**src/rtl/spirq_pkg.sv**
```systemverilog
`default_nettype none
package spirq_pkg;
   // pulse length of every request, in module clock periods
   localparam int unsigned PULSE_CYCLES = 2;
   localparam int unsigned PCNT_W = 2;

   // register byte offsets
   localparam logic [7:0] OFS_CTRL = 8'h00;
   localparam logic [7:0] OFS_ERRFLAG = 8'h04;
   localparam logic [7:0] OFS_BAUDSTAT = 8'h08;
   localparam logic [7:0] OFS_IRQSTAT = 8'h0c;
   localparam logic [7:0] OFS_IRQMASK = 8'h10;
   localparam logic [7:0] OFS_THRESH = 8'h14;

   // control register bit positions
   localparam int unsigned CTRL_SYNC = 0;
   localparam int unsigned CTRL_FIFO_ON = 1;
   localparam int unsigned CTRL_TRANSP = 2;
   localparam int unsigned CTRL_BAUD_ON = 3;
   localparam int unsigned CTRL_DET_ON = 4;
   localparam int unsigned CTRL_START_ON = 5;
   localparam int unsigned CTRL_FIRST_ON = 6;
   localparam int unsigned CTRL_W = 7;

   // error flag bit positions
   localparam int unsigned ERR_FRAMING = 0;
   localparam int unsigned ERR_PARITY = 1;
   localparam int unsigned ERR_OVERRUN = 2;

   // baud detect status bit positions
   localparam int unsigned BST_START = 0;
   localparam int unsigned BST_FIRST = 1;
   localparam int unsigned BST_FOUND = 2;

   // request index, also the sticky status bit position
   localparam int unsigned REQ_RELOAD = 0;
   localparam int unsigned REQ_DONE = 1;
   localparam int unsigned REQ_RX = 2;
   localparam int unsigned REQ_ERR = 3;
   localparam int unsigned REQ_BSTART = 4;
   localparam int unsigned REQ_BFOUND = 5;
   localparam int unsigned NREQ = 6;

   localparam logic [CTRL_W-1:0] CTRL_RESET = 7'h00;
   localparam logic [3:0] THRESH_RESET = 4'h0;

   typedef enum logic [1:0] {
      SPIRQ_IDLE = 2'b00,
      SPIRQ_ADDR = 2'b01
   } spirq_phase_t;
endpackage : spirq_pkg
`default_nettype wire

```
**src/rtl/spirq_core.sv**
```systemverilog
// Functional notes
// - every request output pulses high for exactly two clock periods
// - framing, parity, overrun flags stay set until software writes one
// - reload request pulses on each holding-to-shift word transfer
// - async: done request pulses at the start of the frame's last bit
// - sync: done request pulses after the frame's last bit
// - receive request pulses when a frame moves into the holding register
// - baud start pulses on start bit when three enables are set
// - baud found always pulses after the second detection character
// - with first-char enable, baud found also pulses after first character
// - baud start and baud found are ORed into one request line
// - baud detect status records which baud event happened
// - fifo, not transparent: reload follows the fill-level threshold
// - async fifo, not transparent: done follows the fill-level threshold
// - holding register takes a new word while the old one shifts
// - error request pulses with receive request on any framing, parity or overrun error
`default_nettype none
module spirq_core
   import spirq_pkg::*;
#(
   parameter int unsigned FIFO_LEVEL_W = 4
) (
   input wire logic sys_clk,
   input wire logic rst,
   input wire logic [31:0] haddr,
   input wire logic [1:0] htrans,
   input wire logic hwrite,
   input wire logic [2:0] hsize,
   input wire logic hsel,
   input wire logic hready,
   input wire logic [31:0] hwdata,
   output logic [31:0] hrdata,
   output logic hreadyout,
   output logic hresp,
   input wire logic tx_load,
   input wire logic tx_last_bit_start,
   input wire logic tx_last_bit_end,
   input wire logic [FIFO_LEVEL_W-1:0] tx_fifo_level,
   input wire logic rx_frame_done,
   input wire logic rx_framing_bad,
   input wire logic rx_parity_bad,
   input wire logic rx_overrun,
   input wire logic baud_start_bit,
   input wire logic baud_first_char,
   input wire logic baud_second_char,
   output logic tx_reload_irq,
   output logic tx_done_irq,
   output logic rx_frame_irq,
   output logic rx_error_irq,
   output logic baud_start_irq,
   output logic baud_found_irq,
   output logic baud_irq,
   output logic irq
);
   if (FIFO_LEVEL_W < 1 || FIFO_LEVEL_W > 16) begin : g_chk
      $error("spirq_core: FIFO_LEVEL_W out of range");
   end

   typedef struct packed {
      spirq_phase_t phase;
      logic [7:0] addr;
      logic wr;
      logic [31:0] rdata;
      logic [CTRL_W-1:0] ctrl;
      logic [2:0] errflag;
      logic [2:0] bstat;
      logic [NREQ-1:0] istat;
      logic [NREQ-1:0] imask;
      logic [FIFO_LEVEL_W-1:0] thresh;
      logic [NREQ*PCNT_W-1:0] pcnt;
      logic [NREQ-1:0] req;
      logic baud_or;
      logic irq;
   } spirq_state_t;

   spirq_state_t s;
   spirq_state_t next_s;
   logic [NREQ-1:0] ev;
   logic fifo_gate;
   logic any_err;
   logic async_mode;
   logic [PCNT_W-1:0] cnt;

   always_comb begin
      next_s = s;
      cnt = '0;
      async_mode = !s.ctrl[CTRL_SYNC];
      fifo_gate = s.ctrl[CTRL_FIFO_ON] && !s.ctrl[CTRL_TRANSP];
      any_err = rx_framing_bad || rx_parity_bad || rx_overrun;
      ev = '0;
      // word transfer, buffer frees at load
      ev[REQ_RELOAD] = tx_load &&
         (!fifo_gate || tx_fifo_level <= s.thresh);
      ev[REQ_DONE] = async_mode ?
         (tx_last_bit_start && (!fifo_gate || tx_fifo_level <= s.thresh)) :
         tx_last_bit_end;
      ev[REQ_RX] = rx_frame_done;
      ev[REQ_ERR] = rx_frame_done && any_err;
      ev[REQ_BSTART] = baud_start_bit && s.ctrl[CTRL_BAUD_ON] &&
         s.ctrl[CTRL_DET_ON] && s.ctrl[CTRL_START_ON];
      // second char always, first char when enabled
      ev[REQ_BFOUND] = baud_second_char ||
         (baud_first_char && s.ctrl[CTRL_FIRST_ON]);

      for (int i = 0; i < NREQ; i++) begin
         cnt = s.pcnt[i*PCNT_W +: PCNT_W];
         if (ev[i]) begin
            cnt = PCNT_W'(PULSE_CYCLES);
         end else if (cnt != '0) begin
            cnt = cnt - 1'b1;
         end
         next_s.pcnt[i*PCNT_W +: PCNT_W] = cnt;
         next_s.req[i] = ev[i] || (cnt != '0 && !ev[i] &&
            s.pcnt[i*PCNT_W +: PCNT_W] > PCNT_W'(1));
      end
      next_s.baud_or = next_s.req[REQ_BSTART] || next_s.req[REQ_BFOUND];

      // bus slave: address phase capture
      next_s.phase = SPIRQ_IDLE;
      if (hsel && hready && htrans[1]) begin
         next_s.phase = SPIRQ_ADDR;
         next_s.addr = haddr[7:0];
         next_s.wr = hwrite;
      end

      // sticky error flags, set wins over clear
      if (s.phase == SPIRQ_ADDR && s.wr && s.addr == OFS_ERRFLAG) begin
         next_s.errflag = s.errflag & ~hwdata[2:0];
      end
      if (rx_frame_done) begin
         next_s.errflag[ERR_FRAMING] |= rx_framing_bad;
         next_s.errflag[ERR_PARITY] |= rx_parity_bad;
         next_s.errflag[ERR_OVERRUN] |= rx_overrun;
      end

      // write decode
      if (s.phase == SPIRQ_ADDR && s.wr) begin
         if (s.addr == OFS_CTRL) begin
            next_s.ctrl = hwdata[CTRL_W-1:0];
         end else if (s.addr == OFS_IRQMASK) begin
            next_s.imask = hwdata[NREQ-1:0];
         end else if (s.addr == OFS_THRESH) begin
            next_s.thresh = hwdata[FIFO_LEVEL_W-1:0];
         end else if (s.addr == OFS_BAUDSTAT) begin
            next_s.bstat = s.bstat & ~hwdata[2:0];
         end
      end
      // baud status, set wins over clear
      if (ev[REQ_BSTART]) begin
         next_s.bstat[BST_START] = 1'b1;
      end
      if (baud_first_char && s.ctrl[CTRL_FIRST_ON]) begin
         next_s.bstat[BST_FIRST] = 1'b1;
      end
      if (baud_second_char) begin
         next_s.bstat[BST_FOUND] = 1'b1;
      end

      // read data is registered at the address phase edge
      next_s.rdata = '0;
      if (hsel && hready && htrans[1] && !hwrite) begin
         if (haddr[7:0] == OFS_CTRL) begin
            next_s.rdata[CTRL_W-1:0] = s.ctrl;
         end else if (haddr[7:0] == OFS_ERRFLAG) begin
            next_s.rdata[2:0] = s.errflag;
         end else if (haddr[7:0] == OFS_BAUDSTAT) begin
            next_s.rdata[2:0] = s.bstat;
         end else if (haddr[7:0] == OFS_IRQSTAT) begin
            next_s.rdata[NREQ-1:0] = s.istat;
         end else if (haddr[7:0] == OFS_IRQMASK) begin
            next_s.rdata[NREQ-1:0] = s.imask;
         end else if (haddr[7:0] == OFS_THRESH) begin
            next_s.rdata[FIFO_LEVEL_W-1:0] = s.thresh;
         end
      end

      // sticky irq status, cleared by read, set wins
      if (hsel && hready && htrans[1] && !hwrite &&
            haddr[7:0] == OFS_IRQSTAT) begin
         next_s.istat = '0;
      end
      next_s.istat = next_s.istat | ev;
      next_s.irq = |(next_s.istat & next_s.imask);
   end

   always_ff @(posedge sys_clk or posedge rst) begin
      if (rst) begin
         s <= '0;
      end else begin
         s <= next_s;
      end
   end

   assign hrdata = s.rdata;
   assign hreadyout = 1'b1;
   assign hresp = 1'b0;
   assign tx_reload_irq = s.req[REQ_RELOAD];
   assign tx_done_irq = s.req[REQ_DONE];
   assign rx_frame_irq = s.req[REQ_RX];
   assign rx_error_irq = s.req[REQ_ERR];
   assign baud_start_irq = s.req[REQ_BSTART];
   assign baud_found_irq = s.req[REQ_BFOUND];
   assign baud_irq = s.baud_or;
   assign irq = s.irq;

   pulse_two_a: assert property (
      @(posedge sys_clk) disable iff (rst)
      ($rose(rx_frame_irq) && !rx_frame_done) ##1 !rx_frame_done
      |-> rx_frame_irq ##1 !rx_frame_irq)
      else $error("receive request pulse not two cycles");
   done_two_a: assert property (
      @(posedge sys_clk) disable iff (rst)
      $rose(tx_done_irq) |=> tx_done_irq)
      else $error("done request shorter than two cycles");
   err_two_a: assert property (
      @(posedge sys_clk) disable iff (rst)
      $rose(rx_error_irq) |=> rx_error_irq)
      else $error("error request shorter than two cycles");
   start_two_a: assert property (
      @(posedge sys_clk) disable iff (rst)
      $rose(baud_start_irq) |=> baud_start_irq)
      else $error("baud start shorter than two cycles");
   found_two_a: assert property (
      @(posedge sys_clk) disable iff (rst)
      $rose(baud_found_irq) |=> baud_found_irq)
      else $error("baud found shorter than two cycles");
   rx_pulse_a: assert property (
      @(posedge sys_clk) disable iff (rst)
      rx_frame_done |=> rx_frame_irq ##1 rx_frame_irq)
      else $error("receive request missing");
   err_with_rx_a: assert property (
      @(posedge sys_clk) disable iff (rst)
      rx_frame_done && any_err |=> rx_error_irq && rx_frame_irq)
      else $error("error request not with receive");
   err_only_rx_a: assert property (
      @(posedge sys_clk) disable iff (rst)
      rx_error_irq |-> rx_frame_irq)
      else $error("error request without receive");
   err_sticky_a: assert property (
      @(posedge sys_clk) disable iff (rst)
      s.errflag[ERR_FRAMING] && !(s.phase == SPIRQ_ADDR && s.wr)
      |=> s.errflag[ERR_FRAMING])
      else $error("framing flag lost");
   parity_set_a: assert property (
      @(posedge sys_clk) disable iff (rst)
      rx_frame_done && rx_parity_bad |=> s.errflag[ERR_PARITY])
      else $error("parity flag not set");
   reload_pulse_a: assert property (
      @(posedge sys_clk) disable iff (rst)
      tx_load && !fifo_gate |=> tx_reload_irq [*2])
      else $error("reload request missing");
   reload_gate_a: assert property (
      @(posedge sys_clk) disable iff (rst)
      fifo_gate && tx_load && tx_fifo_level > s.thresh && !tx_reload_irq
      |=> !tx_reload_irq)
      else $error("reload request above threshold");
   done_async_a: assert property (
      @(posedge sys_clk) disable iff (rst)
      async_mode && tx_last_bit_start && !fifo_gate |=> tx_done_irq [*2])
      else $error("async done request missing");
   done_gate_a: assert property (
      @(posedge sys_clk) disable iff (rst)
      async_mode && fifo_gate && tx_last_bit_start &&
      tx_fifo_level > s.thresh && !tx_done_irq |=> !tx_done_irq)
      else $error("done request above threshold");
   done_sync_a: assert property (
      @(posedge sys_clk) disable iff (rst)
      !async_mode && tx_last_bit_end |=> tx_done_irq)
      else $error("sync done request missing");
   sync_early_a: assert property (
      @(posedge sys_clk) disable iff (rst)
      !async_mode && !tx_last_bit_end && !tx_done_irq |=> !tx_done_irq)
      else $error("sync done request without frame end");
   start_gate_a: assert property (
      @(posedge sys_clk) disable iff (rst)
      $rose(baud_start_irq) |-> $past(s.ctrl[CTRL_START_ON]))
      else $error("baud start without enable");
   start_pulse_a: assert property (
      @(posedge sys_clk) disable iff (rst)
      baud_start_bit && s.ctrl[CTRL_BAUD_ON] && s.ctrl[CTRL_DET_ON] &&
      s.ctrl[CTRL_START_ON] |=> baud_start_irq && s.bstat[BST_START])
      else $error("baud start missing");
   baud_or_a: assert property (
      @(posedge sys_clk) disable iff (rst)
      baud_irq == (baud_start_irq || baud_found_irq))
      else $error("baud line not the or");
   found_pulse_a: assert property (
      @(posedge sys_clk) disable iff (rst)
      baud_second_char |=> baud_found_irq && s.bstat[BST_FOUND])
      else $error("baud found missing");
   first_char_a: assert property (
      @(posedge sys_clk) disable iff (rst)
      baud_first_char && s.ctrl[CTRL_FIRST_ON]
      |=> baud_found_irq && s.bstat[BST_FIRST])
      else $error("first character found missing");
endmodule // spirq_core
`default_nettype wire

```
**config.mk**
```make
export PLATFORM = sky130hd
export DESIGN_NAME = spirq_core
export DESIGN_NICKNAME = d
export VERILOG_FILES = /design/src/rtl/spirq_pkg.sv /design/src/rtl/spirq_core.sv
export SDC_FILE = /design/constraint.sdc
export NUM_CORES = 1
export LEC_CHECK = 0
export BUFFER_PORTS_ARGS = -buffer_cell sky130_fd_sc_hd__clkbuf_2
export CAP_MARGIN = 20
export CORE_AREA = 2 2 84 86
export DETAILED_ROUTE_END_ITERATION = 8
export DIE_AREA = 0 0 86 88
export PLACE_DENSITY = 0.9
export SLEW_MARGIN = 5
export SYNTH_ARGS = -nofsm -noshare
export SYNTH_HDL_FRONTEND = slang
export SYNTH_SLANG_ARGS = --single-unit
```
**constraint.sdc**
```tcl
create_clock -name sys_clk -period 2.8 [get_ports sys_clk]
set_input_delay 0.7 -clock sys_clk [delete_from_list [all_inputs] [get_ports sys_clk]]
set_output_delay 0.7 -clock sys_clk [all_outputs]
set_load 0.1 [all_outputs]
```
Yosys cells after proc, flatten, opt, wreduce, memory -nomap -nowiden
Index checks and enable logic that the tools add are counted.
{"block": "word_totals", "reg_bits": 67, "latch_bits": 0, "mem_bits_rw": 0, "romBits": 0, "inputBits": 88, "mem_count": 0}
{"block": "classes", "addsub": 6, "multipliers": 0, "n_div": 0, "order_cmp": 7, "eq_ne": 19, "shifts": 0, "muxes": 41, "bitwise_logic": 10, "reduce_logical": 72}
{"op": "nonzero test 2 bit", "count": 18}
{"op": "two-way mux 3 bit", "count": 11}
{"op": "== test 8 x 5 -> 1 bit (second input constant)", "count": 4}
{"op": "two-way mux 10 bit", "count": 3}
{"op": "logical AND 1 bit", "count": 26}
{"op": "two-way mux 2 bit", "count": 13}
{"op": "== test 8 x 4 -> 1 bit (second input constant)", "count": 3}
{"op": "two-way mux 6 bit", "count": 4}
{"op": "== test 8 x 3 -> 1 bit (second input constant)", "count": 2}
{"op": "logical NOT 8 bit", "count": 2}
{"op": "two-way mux 4 bit", "count": 4}
{"op": "AND reduction 5 bit", "count": 3}
{"op": "greater-than comparator 2 x 1 -> 1 bit (second input constant)", "count": 6}
{"op": "!= test 2 bit (second input constant)", "count": 6}
{"op": "subtractor 2 x 1 -> 2 bit (second input constant)", "count": 6}
{"op": "logical OR 1 bit", "count": 11}
{"op": "logical NOT 1 bit", "count": 9}
{"op": "two-way mux 7 bit", "count": 1}
{"op": "bitwise AND 3 bit", "count": 2}
{"op": "bitwise AND 6 bit", "count": 1}
{"op": "!= test 2 x 1 -> 1 bit (second input constant)", "count": 3}
{"op": "OR 6 bit", "count": 1}
{"op": "OR reduction 6 bit", "count": 1}
{"op": "two-way mux 1 bit", "count": 5}
{"op": "other kinds (7)", "count": 10}

Longest topological paths before layout
Gate-level depths: netlist (run 1).
{"block": "logic_depth", "word_depth": 11, "ltp_mapped": 7}

Least setup slack after synthesis (run 1)
Ideal clock, no wire load.
{"block": "synth_timing", "kind": "flip-flop to flip-flop", "startpoint": "reg s[89] (netlist bit)", "endpoint": "reg s, in the netlist irq", "setup_time_ns": 0.140, "arrival_time_ns": 2.179, "t_required_ns": 2.660, "slack_ns": 0.481, "path_stages_with_launch": 7, "n_path_buf": 1, "synth_period_minus_slack_ns": 2.319, "cell_sequence": "dfrtp_1 or4b_1 or4b_1 buf_6 mux2_2 a222oi_1 o211ai_1"}
{"element": "from (decl)", "line": "spirq_core.sv:76", "rtl": "spirq_state_t s;"}
{"element": "from (signal assigned)", "line": "spirq_core.sv:190", "rtl": "s <= next_s;"}

==> out/results.tsv, run 1 <==
stage	metric	value	unit
route	drt_pass1_iterations	4	
floorplanning	pin_count	130	
floorplanning	start_util	46.89	%
cells_and_area	nFillCells	581	
cts	cts_setup_buffers	0	
cts	cts_buffer_depth	2	
placement	place_area	3308	µm²
power	p_per_area	661.6	nW/µm²
route	routed_via_density	5.313	
floorplanning	die_h	88	µm
setup_path	crit_start	s[89]$_DFFE_PP0N_	
setup_path	required	3.00	ns
sta	max_freq	0.3904	GHz
min_path	hold_class	in -> async	
sta	period_needed	2.561	ns
cells_and_area	multi_input_area	1190	µm²
global_routing	grt_pass1_wl	10530	µm
cts	clock-root-buffer	clkbuf_8	
route	ant_nets	0	
power	combPwrFrac	18.3	%
floorplanning	core-area	6644	µm²
sta	hold_viol	0	
cts	clock_latency	0.34	ns
cells_and_area	drive_above_1_share	28.36	%
yosys	synth_area	3115	µm²
setup_path	start_kind	flop	
cells_and_area	n_antenna_cell	0	
power	swShare	31.41	%
placement	post-place-ws	0.2570	ns
cells_and_area	utilization	52.88	%
sta	setup_viol_count_final	0	
power	leakagePower	1.768	nW
run	maxCapViolCount	0	
cells_and_area	final_common_cell	dfrtp_1	
power	p_int	1.594	mW
placement	dpl.hpwl	4780	µm
power	power	2.325	mW
yosys	synth-seq-cells	66	
setup_path	cp_max_fo	6	
sta	whs	0.4039	ns
global_routing	grt_max_degree	67	
cts	htreeDepth	3	
route	vias	2205	
power	worst_ir_drop_vdd	0.0002924	V
setup_path	ff2ff_path_depth	5	
cells_and_area	fin_cells	415	
cts	cts-resized-gates	0	
status	outcome	complete, no violations	
global_routing	track_usage	18.12	%
route	drc	0	
yosys	syn-mean-instance-area	11.05	µm²
power	pwr-share-seq	46.8	%
sta	final_max_slew_viol_count	0	
route	drt_iter0_drc	151	
global_routing	grt_pass1_vias	2242	
cts	clkTransAtPathRegs	0.07	ns
sta	grt_setup_unrepaired	false	
sta	fin_crit_sh	91.48	%
global_routing	globalRouteOverflowTotal	0	
power	p_clk_share	34.9	%
floorplanning	dieArea	7568	µm²
yosys	synth_cells	282	
floorplanning	die-width	86	µm
cells_and_area	nNetsFinal	422	
global_routing	antenna_found_initial	0	
yosys	yosysUniqueCellTypes	43	
cells_and_area	final_cell_mix	dfrtp_1, clkbuf_2, conb_1, nand2_1, inv_1	
cells_and_area	regArea	1652	µm²
setup_path	crit_arrival	2.76	ns
setup_path	crit_type	reg -> reg	
placement	port_buffers	49	
yosys	ys_seq_area_share	53.01	%
cells_and_area	final_cell_area	3513	µm²
setup_path	cp-end-kind	flop	
floorplanning	rows	30	
placement	gp_congestion	0.8211	
cts	cts.sinks	66	
power	p_sw	0.7301	mW
route	finalWirelength	6370	µm
route	wl_per_cell	15.35	µm
sta	tightest_slew	0.5519	ns
cells_and_area	syn_to_final_growth	12.77	%
sta	fin_worst_skew	0.006864	ns
cts	tritoncts	built	
setup_path	r2r_start	s[89]$_DFFE_PP0N_	
sta	maxSlewHeadroom	62.87	%
cts	hold_buffers	0	
sta	worst_slack	0.2386	ns
yosys	ys_warn_count	0	
sta	finalSetupTns	0	ns
cts	cts_buffers	9	
placement	dp.cells	399	
-- cell usage after synthesis --
library cell  number  area, µm²
nor4_1             2      12.51
o211ai_1           1      7.510
nor3b_1            4      30.03
nand2_1           25      93.84
a21oi_1           12      60.06
or3_1              1      6.260
ha_1               4      50.05
buf_4             34      255.2
nor2b_1            2      12.51
a21o_1             6      45.04
nand3_1            1      5.000
o21ai_0           11      55.05
a222oi_1           1      10.01
dfrtp_1           66       1652
and3_1             1      6.260
o221a_2            1      11.26
mux2i_1            7      70.07
nor2_1             8      30.03
conb_1             2      7.510
and4_1             2      17.52
or2_2              4      25.02
and3b_1            3      26.28
nand4_1            3      18.77
o211a_1            1      10.01
buf_6              1      11.26
o221ai_1           3      26.28
a22oi_1            3      22.52
nor4b_2            1      15.01
a32o_1             3      30.03
mux2_2            19      214.0
o31ai_1            1      7.510
o21a_1             1      7.510
a22o_1             5      43.79
nand2b_1           4      25.02
o2111ai_1          1      8.760
a31o_2             1      8.760
inv_1             21      78.83
o22a_1             1      8.760
or4b_1             2      20.02
and4b_1            1      10.01
or4_1              3      22.52
nor3_1             3      15.01
clkbuf_1           6      22.52
-- power groups by stage --
stage / clock network [mW] / logic (mW) / registers [mW]
after global placement: 0 / 0.415 / 1.10
final: 0.811 / 0.426 / 1.09
after detailed placement: 0 / 0.427 / 1.10
after CTS: 0.827 / 0.428 / 1.09
after global routing: 0.868 / 0.456 / 1.10
after floorplan: 0 / 0.326 / 1.14
-- per-layer routing --
metal  up-vias  global-route usage, %  routed length (µm)
li1       1023                      -                   -
met1      1092                  22.43                2675
met2        76                  30.23                3201
met3        14                  3.770                 343
met4         0                  9.091                 150
met5         -                      0                   0
-- worst max-delay path: stages (launching register included) --
cell and delay, ns:
dfrtp_1 0.39, or4b_1 0.53, or4b_1 0.67, mux2_2 0.36, a222oi_1 0.32, o211ai_1 0.15
-- logic make-up after synthesis --
group	after synthesis	synth area share [%]
and+or+nand+nor	70	12.57
DFF	66	53.01
buffers and inverters	62	11.81
AOI/OAI and AO/OA	52	11.65
muxes	26	9.117
adders and majority gates	4	1.606
other	2	0.2411
-- flip-flops by register name (all words and copies together), names as in the netlist --
register	cells
baud_start_irq	1
rx_error_irq	1
irq	1
tx_done_irq	1
s	51
baud_found_irq	1
hrdata	7
rx_frame_irq	1
baud_irq	1
tx_reload_irq	1
-- cell type report --
class,count,area share [%]
Sequential cell,66,47.01
Tap cell,80,2.849
Clock inverter,4,1.425
Clock buffer,12,4.416
Multi-Input combinational cell,179,33.87
Timing Repair Buffer,53,8.191
Inverter,21,2.244
-- worst paths after layout --
kind	endpoint	slack, ns
worst max-delay path	irq$_DFF_PP0_	0.24
worst min-delay path	hrdata[6]$_DFF_PP0_	0.40
worst max register to register	irq$_DFF_PP0_	0.24
worst min register to register	s[10]$_DFF_PP0_	0.43
max in group asynchronous	s[22]$_DFFE_PP0P_	2.11
min in group sys_clk	s[10]$_DFF_PP0_	0.43
Power figures use the tool's default switching activity.
==> run 2: changes to the inputs <==
- RECOVER_POWER: unset -> 100
==> out/results.tsv, run 2 (synthesis gave the netlist of run 1 again) <==
stage	metric	value	unit	change
sta	worst_slack	0.2016	ns	was 0.2386 ns
sta	hold_viol	0		unchanged
route	drt_iter0_drc	151		unchanged
sta	finalSetupTns	0	ns	unchanged
sta	final_max_slew_viol_count	67		was 0
cts	cts_buffer_depth	2		unchanged
floorplanning	start_util	46.89	%	unchanged
setup_path	cpMostUsedCell	or4b_1		unchanged
global_routing	antenna_found_initial	0		unchanged
global_routing	grt_max_degree	67		unchanged
placement	port_buffers	49		unchanged
setup_path	crit_family	simple AND/OR/NAND/NOR gates		unchanged
power	p_per_area	668.1	nW/µm²	was 661.6 nW/µm²
floorplanning	core-area	6644	µm²	unchanged
setup_path	crit_arrival	2.80	ns	was 2.76 ns
setup_path	start_kind	flop		unchanged
sta	setup_viol_count_final	0		unchanged
setup_path	path_cells	or4b_1, or4b_1, mux2_1, a222oi_1, o211ai_1		was or4b_1, or4b_1, mux2_2, a222oi_1, o211ai_1
sta	fin_crit_sh	92.80	%	was 91.48%
sta	max_freq	0.3848	GHz	was 0.3904 GHz
cells_and_area	largest_reg_flops	51		unchanged
sta	maxSlewHeadroom	-6.139	%	was 62.87%
global_routing	grt_pass1_wl	10530	µm	unchanged
placement	gp_congestion	0.8211		unchanged
route	routed_via_density	5.299		was 5.313
route	ant_nets	0		unchanged
cells_and_area	nNetsFinal	422		unchanged
global_routing	globalRouteOverflowTotal	0		unchanged
setup_path	cp_max_fo	6		unchanged
floorplanning	die-width	86	µm	unchanged
sta	tightest_slew	1.592	ns	was 0.5519 ns
cts	cts-resized-gates	0		unchanged
cts	clock-root-buffer	clkbuf_8		unchanged
setup_path	critPathSlowestCell	or4b_1		unchanged
cells_and_area	top_register	s		unchanged
cts	cts.sinks	66		unchanged
power	worst_ir_drop_vdd	0.0002916	V	was 0.0002924 V
sta	grt_setup_unrepaired	false		unchanged
cells_and_area	n_antenna_cell	0		unchanged
cells_and_area	drive_above_1_share	20.60	%	was 28.36%
floorplanning	dieArea	7568	µm²	unchanged
cells_and_area	nFillCells	587		was 581
cts	tritoncts	built		unchanged
floorplanning	pin_count	130		unchanged
power	leakagePower	1.692	nW	was 1.768 nW
cells_and_area	syn_to_final_growth	11.00	%	was 12.77%
cts	htreeDepth	3		unchanged
floorplanning	die_h	88	µm	unchanged
route	wl_per_cell	15.33	µm	was 15.35 µm
setup_path	max_stage_delay	0.67	ns	about the same
cts	cts_buffers	9		unchanged
cts	hold_buffers	0		unchanged
run	maxCapViolCount	1		was 0
cts	cts_setup_buffers	0		unchanged
sta	fin_worst_skew	0.007272	ns	was 0.006864 ns
cells_and_area	final_common_cell	dfrtp_1		unchanged
status	failed_checks	capacitance limit, slew limit		
global_routing	track_usage	18.12	%	unchanged
cts	clkTransAtPathRegs	0.07	ns	about the same
min_path	hold_start	s[10]$_DFF_PP0_		
route	drc	0		unchanged
route	finalWirelength	6364	µm	was 6370 µm
cts	clock_latency	0.34	ns	about the same
setup_path	crit_type	reg -> reg		unchanged
setup_path	cp-end-kind	flop		unchanged
setup_path	crit_start	s[89]$_DFFE_PP0N_		unchanged
min_path	hold_class	reg -> reg		was in -> async
status	outcome	finished with violations		was complete, no violations
floorplanning	rows	30		unchanged
setup_path	path_buf_inv	0		unchanged
placement	post-place-ws	0.2570	ns	unchanged
setup_path	r2r_start	s[89]$_DFFE_PP0N_		unchanged
route	drt_pass1_iterations	4		unchanged
route	vias	2199		was 2,205
setup_path	required	3.00	ns	about the same
sta	period_needed	2.598	ns	was 2.561 ns
cells_and_area	final_cell_mix	dfrtp_1, clkbuf_2, conb_1, nand2_1, clkbuf_1		was dfrtp_1, clkbuf_2, conb_1, nand2_1, inv_1
global_routing	grt_pass1_vias	2242		unchanged
placement	dpl.hpwl	4780	µm	unchanged
setup_path	rrSetupSlack	0.20	ns	was 0.24 ns
## run 2: cell count changes in the layout (fill, tap and decap cells not counted)
cell,change
clkbuf_2,-20
inv_2,-1
mux2_1,+1
clkbuf_1,+23
nor4b_1,+1
mux2_2,-1
buf_4,-2
nor4b_2,-1
inv_1,+1
buf_12,-1
## run 2: worst reg2reg max path, delay by kind of cell (launching register included)
family | cells | cell delay, ns
compound gates | 2 | 0.47
flops | 1 | 0.39
simple gates | 2 | 1.20
mux | 1 | 0.40
## run 2: layer usage
metal,GRT usage (%),up-vias,part of all wire (%)
li1,-,1023,-
met5,0,-,0
met3,3.770,14,5.5
met1,22.43,1086,42
met4,9.091,0,2.4
met2,30.23,76,50
## run 2: report_power, final
part	internal (mW)	leakage [nW]	switching, mW
clock network	0.458	0.0986	0.349
registers	1.03	0.779	0.0543
logic	0.0981	0.814	0.320
## run 2: final timing paths
path	to	cells past startpoint
max in group asynchronous	s[38]$_DFFE_PP0P_	3
min in group asynchronous	hrdata[6]$_DFF_PP0_	3
min	s[10]$_DFF_PP0_	1
max reg2reg	irq$_DFF_PP0_	5
min reg2reg	s[10]$_DFF_PP0_	1
max	irq$_DFF_PP0_	5
## run 2: through the flow
stage	total power, mW	cell area [µm²]	utilization [%]	hold WS (ns)	std cells
after global placement	1.512	3308	49.79	0.4177	399
after global routing	2.412	3458	52.05	0.4550	415
after detailed placement	1.529	3308	49.79	0.4278	399
after floorplan	1.464	3209	-	0.4071	307
final	2.311	3458	52.05	0.4336	415
after CTS	2.340	3513	52.88	0.4185	415
## run 2: layout make-up
| type | instances | area, µm² | share of cell area (%) |
|---|---|---|---|
| multi-input cells | 179 | 1184 | 34.23 |
| well taps | 80 | 100.1 | 2.894 |
| repair buffers | 53 | 239.0 | 6.910 |
| inverters | 21 | 78.83 | 2.279 |
| clock buffers | 12 | 155.1 | 4.486 |
| clock inverters | 4 | 50.05 | 1.447 |
| flip-flops and latches | 66 | 1652 | 47.76 |
==> run 3: changes to the inputs <==
==> constraint.sdc (replaced) <==
create_clock -name sys_clk -period 2.8 [get_ports sys_clk]
set_input_delay 0.42 -clock sys_clk [delete_from_list [all_inputs] [get_ports sys_clk]]
set_output_delay 0.42 -clock sys_clk [all_outputs]
set_load 0.1 [all_outputs]
==> out/results.tsv, run 3 (synthesis gave the netlist of run 1 again) <==
stage	metric	value	unit	change
status	outcome	complete, no violations		was finished with violations
global_routing	globalRouteOverflowTotal	0		unchanged
floorplanning	pin_count	130		unchanged
setup_path	cp_max_fo	6		unchanged
cells_and_area	top_register	s		unchanged
global_routing	grt_max_degree	29		was 67
power	p_clk_share	33.3	%	was 34.9%
floorplanning	rows	30		unchanged
setup_path	start_kind	flop		unchanged
setup_path	crit_type	reg -> reg		unchanged
sta	whs	0.3064	ns	was 0.4336 ns
global_routing	antenna_found_initial	0		unchanged
cts	cts.sinks	66		unchanged
placement	port_buffers	49		unchanged
floorplanning	die-width	86	µm	unchanged
setup_path	ff2ff_path_depth	5		unchanged
min_path	holdPathStages	2		was 1
power	p_int	1.534	mW	was 1.588 mW
floorplanning	die_h	88	µm	unchanged
sta	grt_setup_unrepaired	false		unchanged
power	pwr-share-seq	48.1	%	was 47.0%
cells_and_area	drive_above_1_share	20.60	%	unchanged
power	leakagePower	1.694	nW	was 1.692 nW
sta	tightest_slew	1.347	ns	was 1.592 ns
power	swShare	32.15	%	was 31.29%
sta	hold_viol	0		unchanged
cts	cts_buffers	9		unchanged
cts	tritoncts	built		unchanged
floorplanning	start_util	46.89	%	unchanged
global_routing	grt_pass1_wl	10270	µm	was 10,530 µm
route	vias	2231		was 2,199
floorplanning	core-area	6644	µm²	unchanged
sta	maxSlewHeadroom	10.22	%	was -6.139%
route	finalWirelength	6508	µm	was 6364 µm
cts	clock_latency	0.34	ns	about the same
setup_path	crit_arrival	2.82	ns	was 2.80 ns
cells_and_area	n_antenna_cell	0		unchanged
cts	htreeDepth	3		unchanged
placement	dpl.hpwl	5025	µm	was 4780 µm
power	p_sw	0.7270	mW	was 0.7230 mW
cts	clock-root-buffer	clkbuf_8		unchanged
route	drc	0		unchanged
run	maxCapViolCount	0		was 1
cts	clkTransAtPathRegs	0.07	ns	about the same
sta	final_max_slew_viol_count	0		was 67
sta	fin_worst_skew	0.007020	ns	was 0.007272 ns
cells_and_area	final_common_cell	dfrtp_1		unchanged
floorplanning	dieArea	7568	µm²	unchanged
min_path	hold_class	in -> reg		was reg -> reg
setup_path	cp-end-kind	flop		unchanged
cells_and_area	utilization	51.83	%	was 52.05%
setup_path	rrSetupSlack	0.17	ns	was 0.20 ns
cells_and_area	nNetsFinal	422		unchanged
power	worst_ir_drop_vdd	0.0002640	V	was 0.0002916 V
cts	cts_buffer_depth	2		unchanged
setup_path	required	2.99	ns	was 3.00 ns
setup_path	r2r_start	s[89]$_DFFE_PP0N_		unchanged
cells_and_area	final_cell_mix	dfrtp_1, clkbuf_2, conb_1, nand2_1, clkbuf_1		unchanged
min_path	worstHoldEndpoint	s[38]$_DFFE_PP0P_		was s[10]$_DFF_PP0_
sta	period_needed	2.628	ns	was 2.598 ns
route	drt_iter0_drc	143		was 151
route	ant_nets	0		unchanged
cells_and_area	largest_reg_flops	51		unchanged
route	routed_via_density	5.376		was 5.299
placement	gp_congestion	0.8623		was 0.8211
setup_path	timing.rr.end	irq$_DFF_PP0_		unchanged
global_routing	grt_pass1_vias	2231		was 2,242
sta	setup_viol_count_final	0		unchanged
route	drt_pass1_iterations	5		was 4
sta	fin_crit_sh	93.84	%	was 92.80%
min_path	hold_start	baud_second_char		was s[10]$_DFF_PP0_
sta	finalSetupTns	0	ns	unchanged
power	p_per_area	656.6	nW/µm²	was 668.1 nW/µm²
power	combPwrFrac	18.6	%	was 18.1%
sta	max_freq	0.3806	GHz	was 0.3848 GHz
cells_and_area	syn_to_final_growth	10.52	%	was 11.00%
global_routing	track_usage	18.15	%	was 18.12%
route	wl_per_cell	15.68	µm	was 15.33 µm
==> run 3: how the worst max path moves through the flow <==
stage | start | to | slack, ns
after detailed placement | s[89]$_DFFE_PP0N_ | irq$_DFF_PP0_ | 0.20
after floorplan | s[89]$_DFFE_PP0N_ | irq$_DFF_PP0_ | 0.48
after CTS | s[89]$_DFFE_PP0N_ | irq$_DFF_PP0_ | 0.19
after global placement | s[89]$_DFFE_PP0N_ | irq$_DFF_PP0_ | 0.28
after global routing | s[89]$_DFFE_PP0N_ | irq$_DFF_PP0_ | 0.05
final | s[89]$_DFFE_PP0N_ | irq$_DFF_PP0_ | 0.17
==> run 3: through the flow <==
step                std cells  instance area (µm²)  total power, mW  worst slack [ns]
detailed placement        398                 3288            1.530            0.1973
CTS                       415                 3483            2.283            0.1890
finish                    415                 3443            2.261            0.1725
global route              415                 3443            2.358           0.04707
global placement          398                 3288            1.508            0.2777
floorplan                 307                 3209            1.464            0.4813
==> run 3: power groups by stage <==
| stage | Sequential, mW | Clock [mW] | Combinational [mW] |
|---|---|---|---|
| after global routing | 1.10 | 0.813 | 0.449 |
| after CTS | 1.09 | 0.769 | 0.427 |
| after global placement | 1.10 | 0 | 0.411 |
| after floorplan | 1.14 | 0 | 0.326 |
| final | 1.09 | 0.753 | 0.421 |
| after detailed placement | 1.11 | 0 | 0.425 |
==> run 3: repair_timing <==
item                      4_1_cts  5_1_grt
hold buffers                    1        0
hold endpoints to repair        2        0
setup buffers                   0        0
gates resized for setup         0        0
==> run 3: worst max-delay path, stage by stage (launching register included) <==
cell      delay (ns)
dfrtp_1         0.40
or4b_1          0.54
or4b_1          0.68
mux2_1          0.40
a222oi_1        0.30
o211ai_1        0.16
==> run 3: layout make-up <==
cell class / instances / area (µm²)
clock buffer: 10 / 127.6
inverter: 21 / 78.83
clock inverter: 6 / 57.56
timing repair buffer: 53 / 244.0
multi-input combinational: 179 / 1184
fill: 591 / 3201
sequential: 66 / 1652
tap: 80 / 100.1
==> run 3: layer usage <==
layer | wire length, µm | vias up | global-route usage (%)
li1 | - | 1022 | -
met1 | 2523 | 1076 | 21.55
met2 | 3230 | 121 | 30.23
met3 | 633 | 12 | 6.315
met4 | 122 | 0 | 7.504
met5 | 0 | - | 0
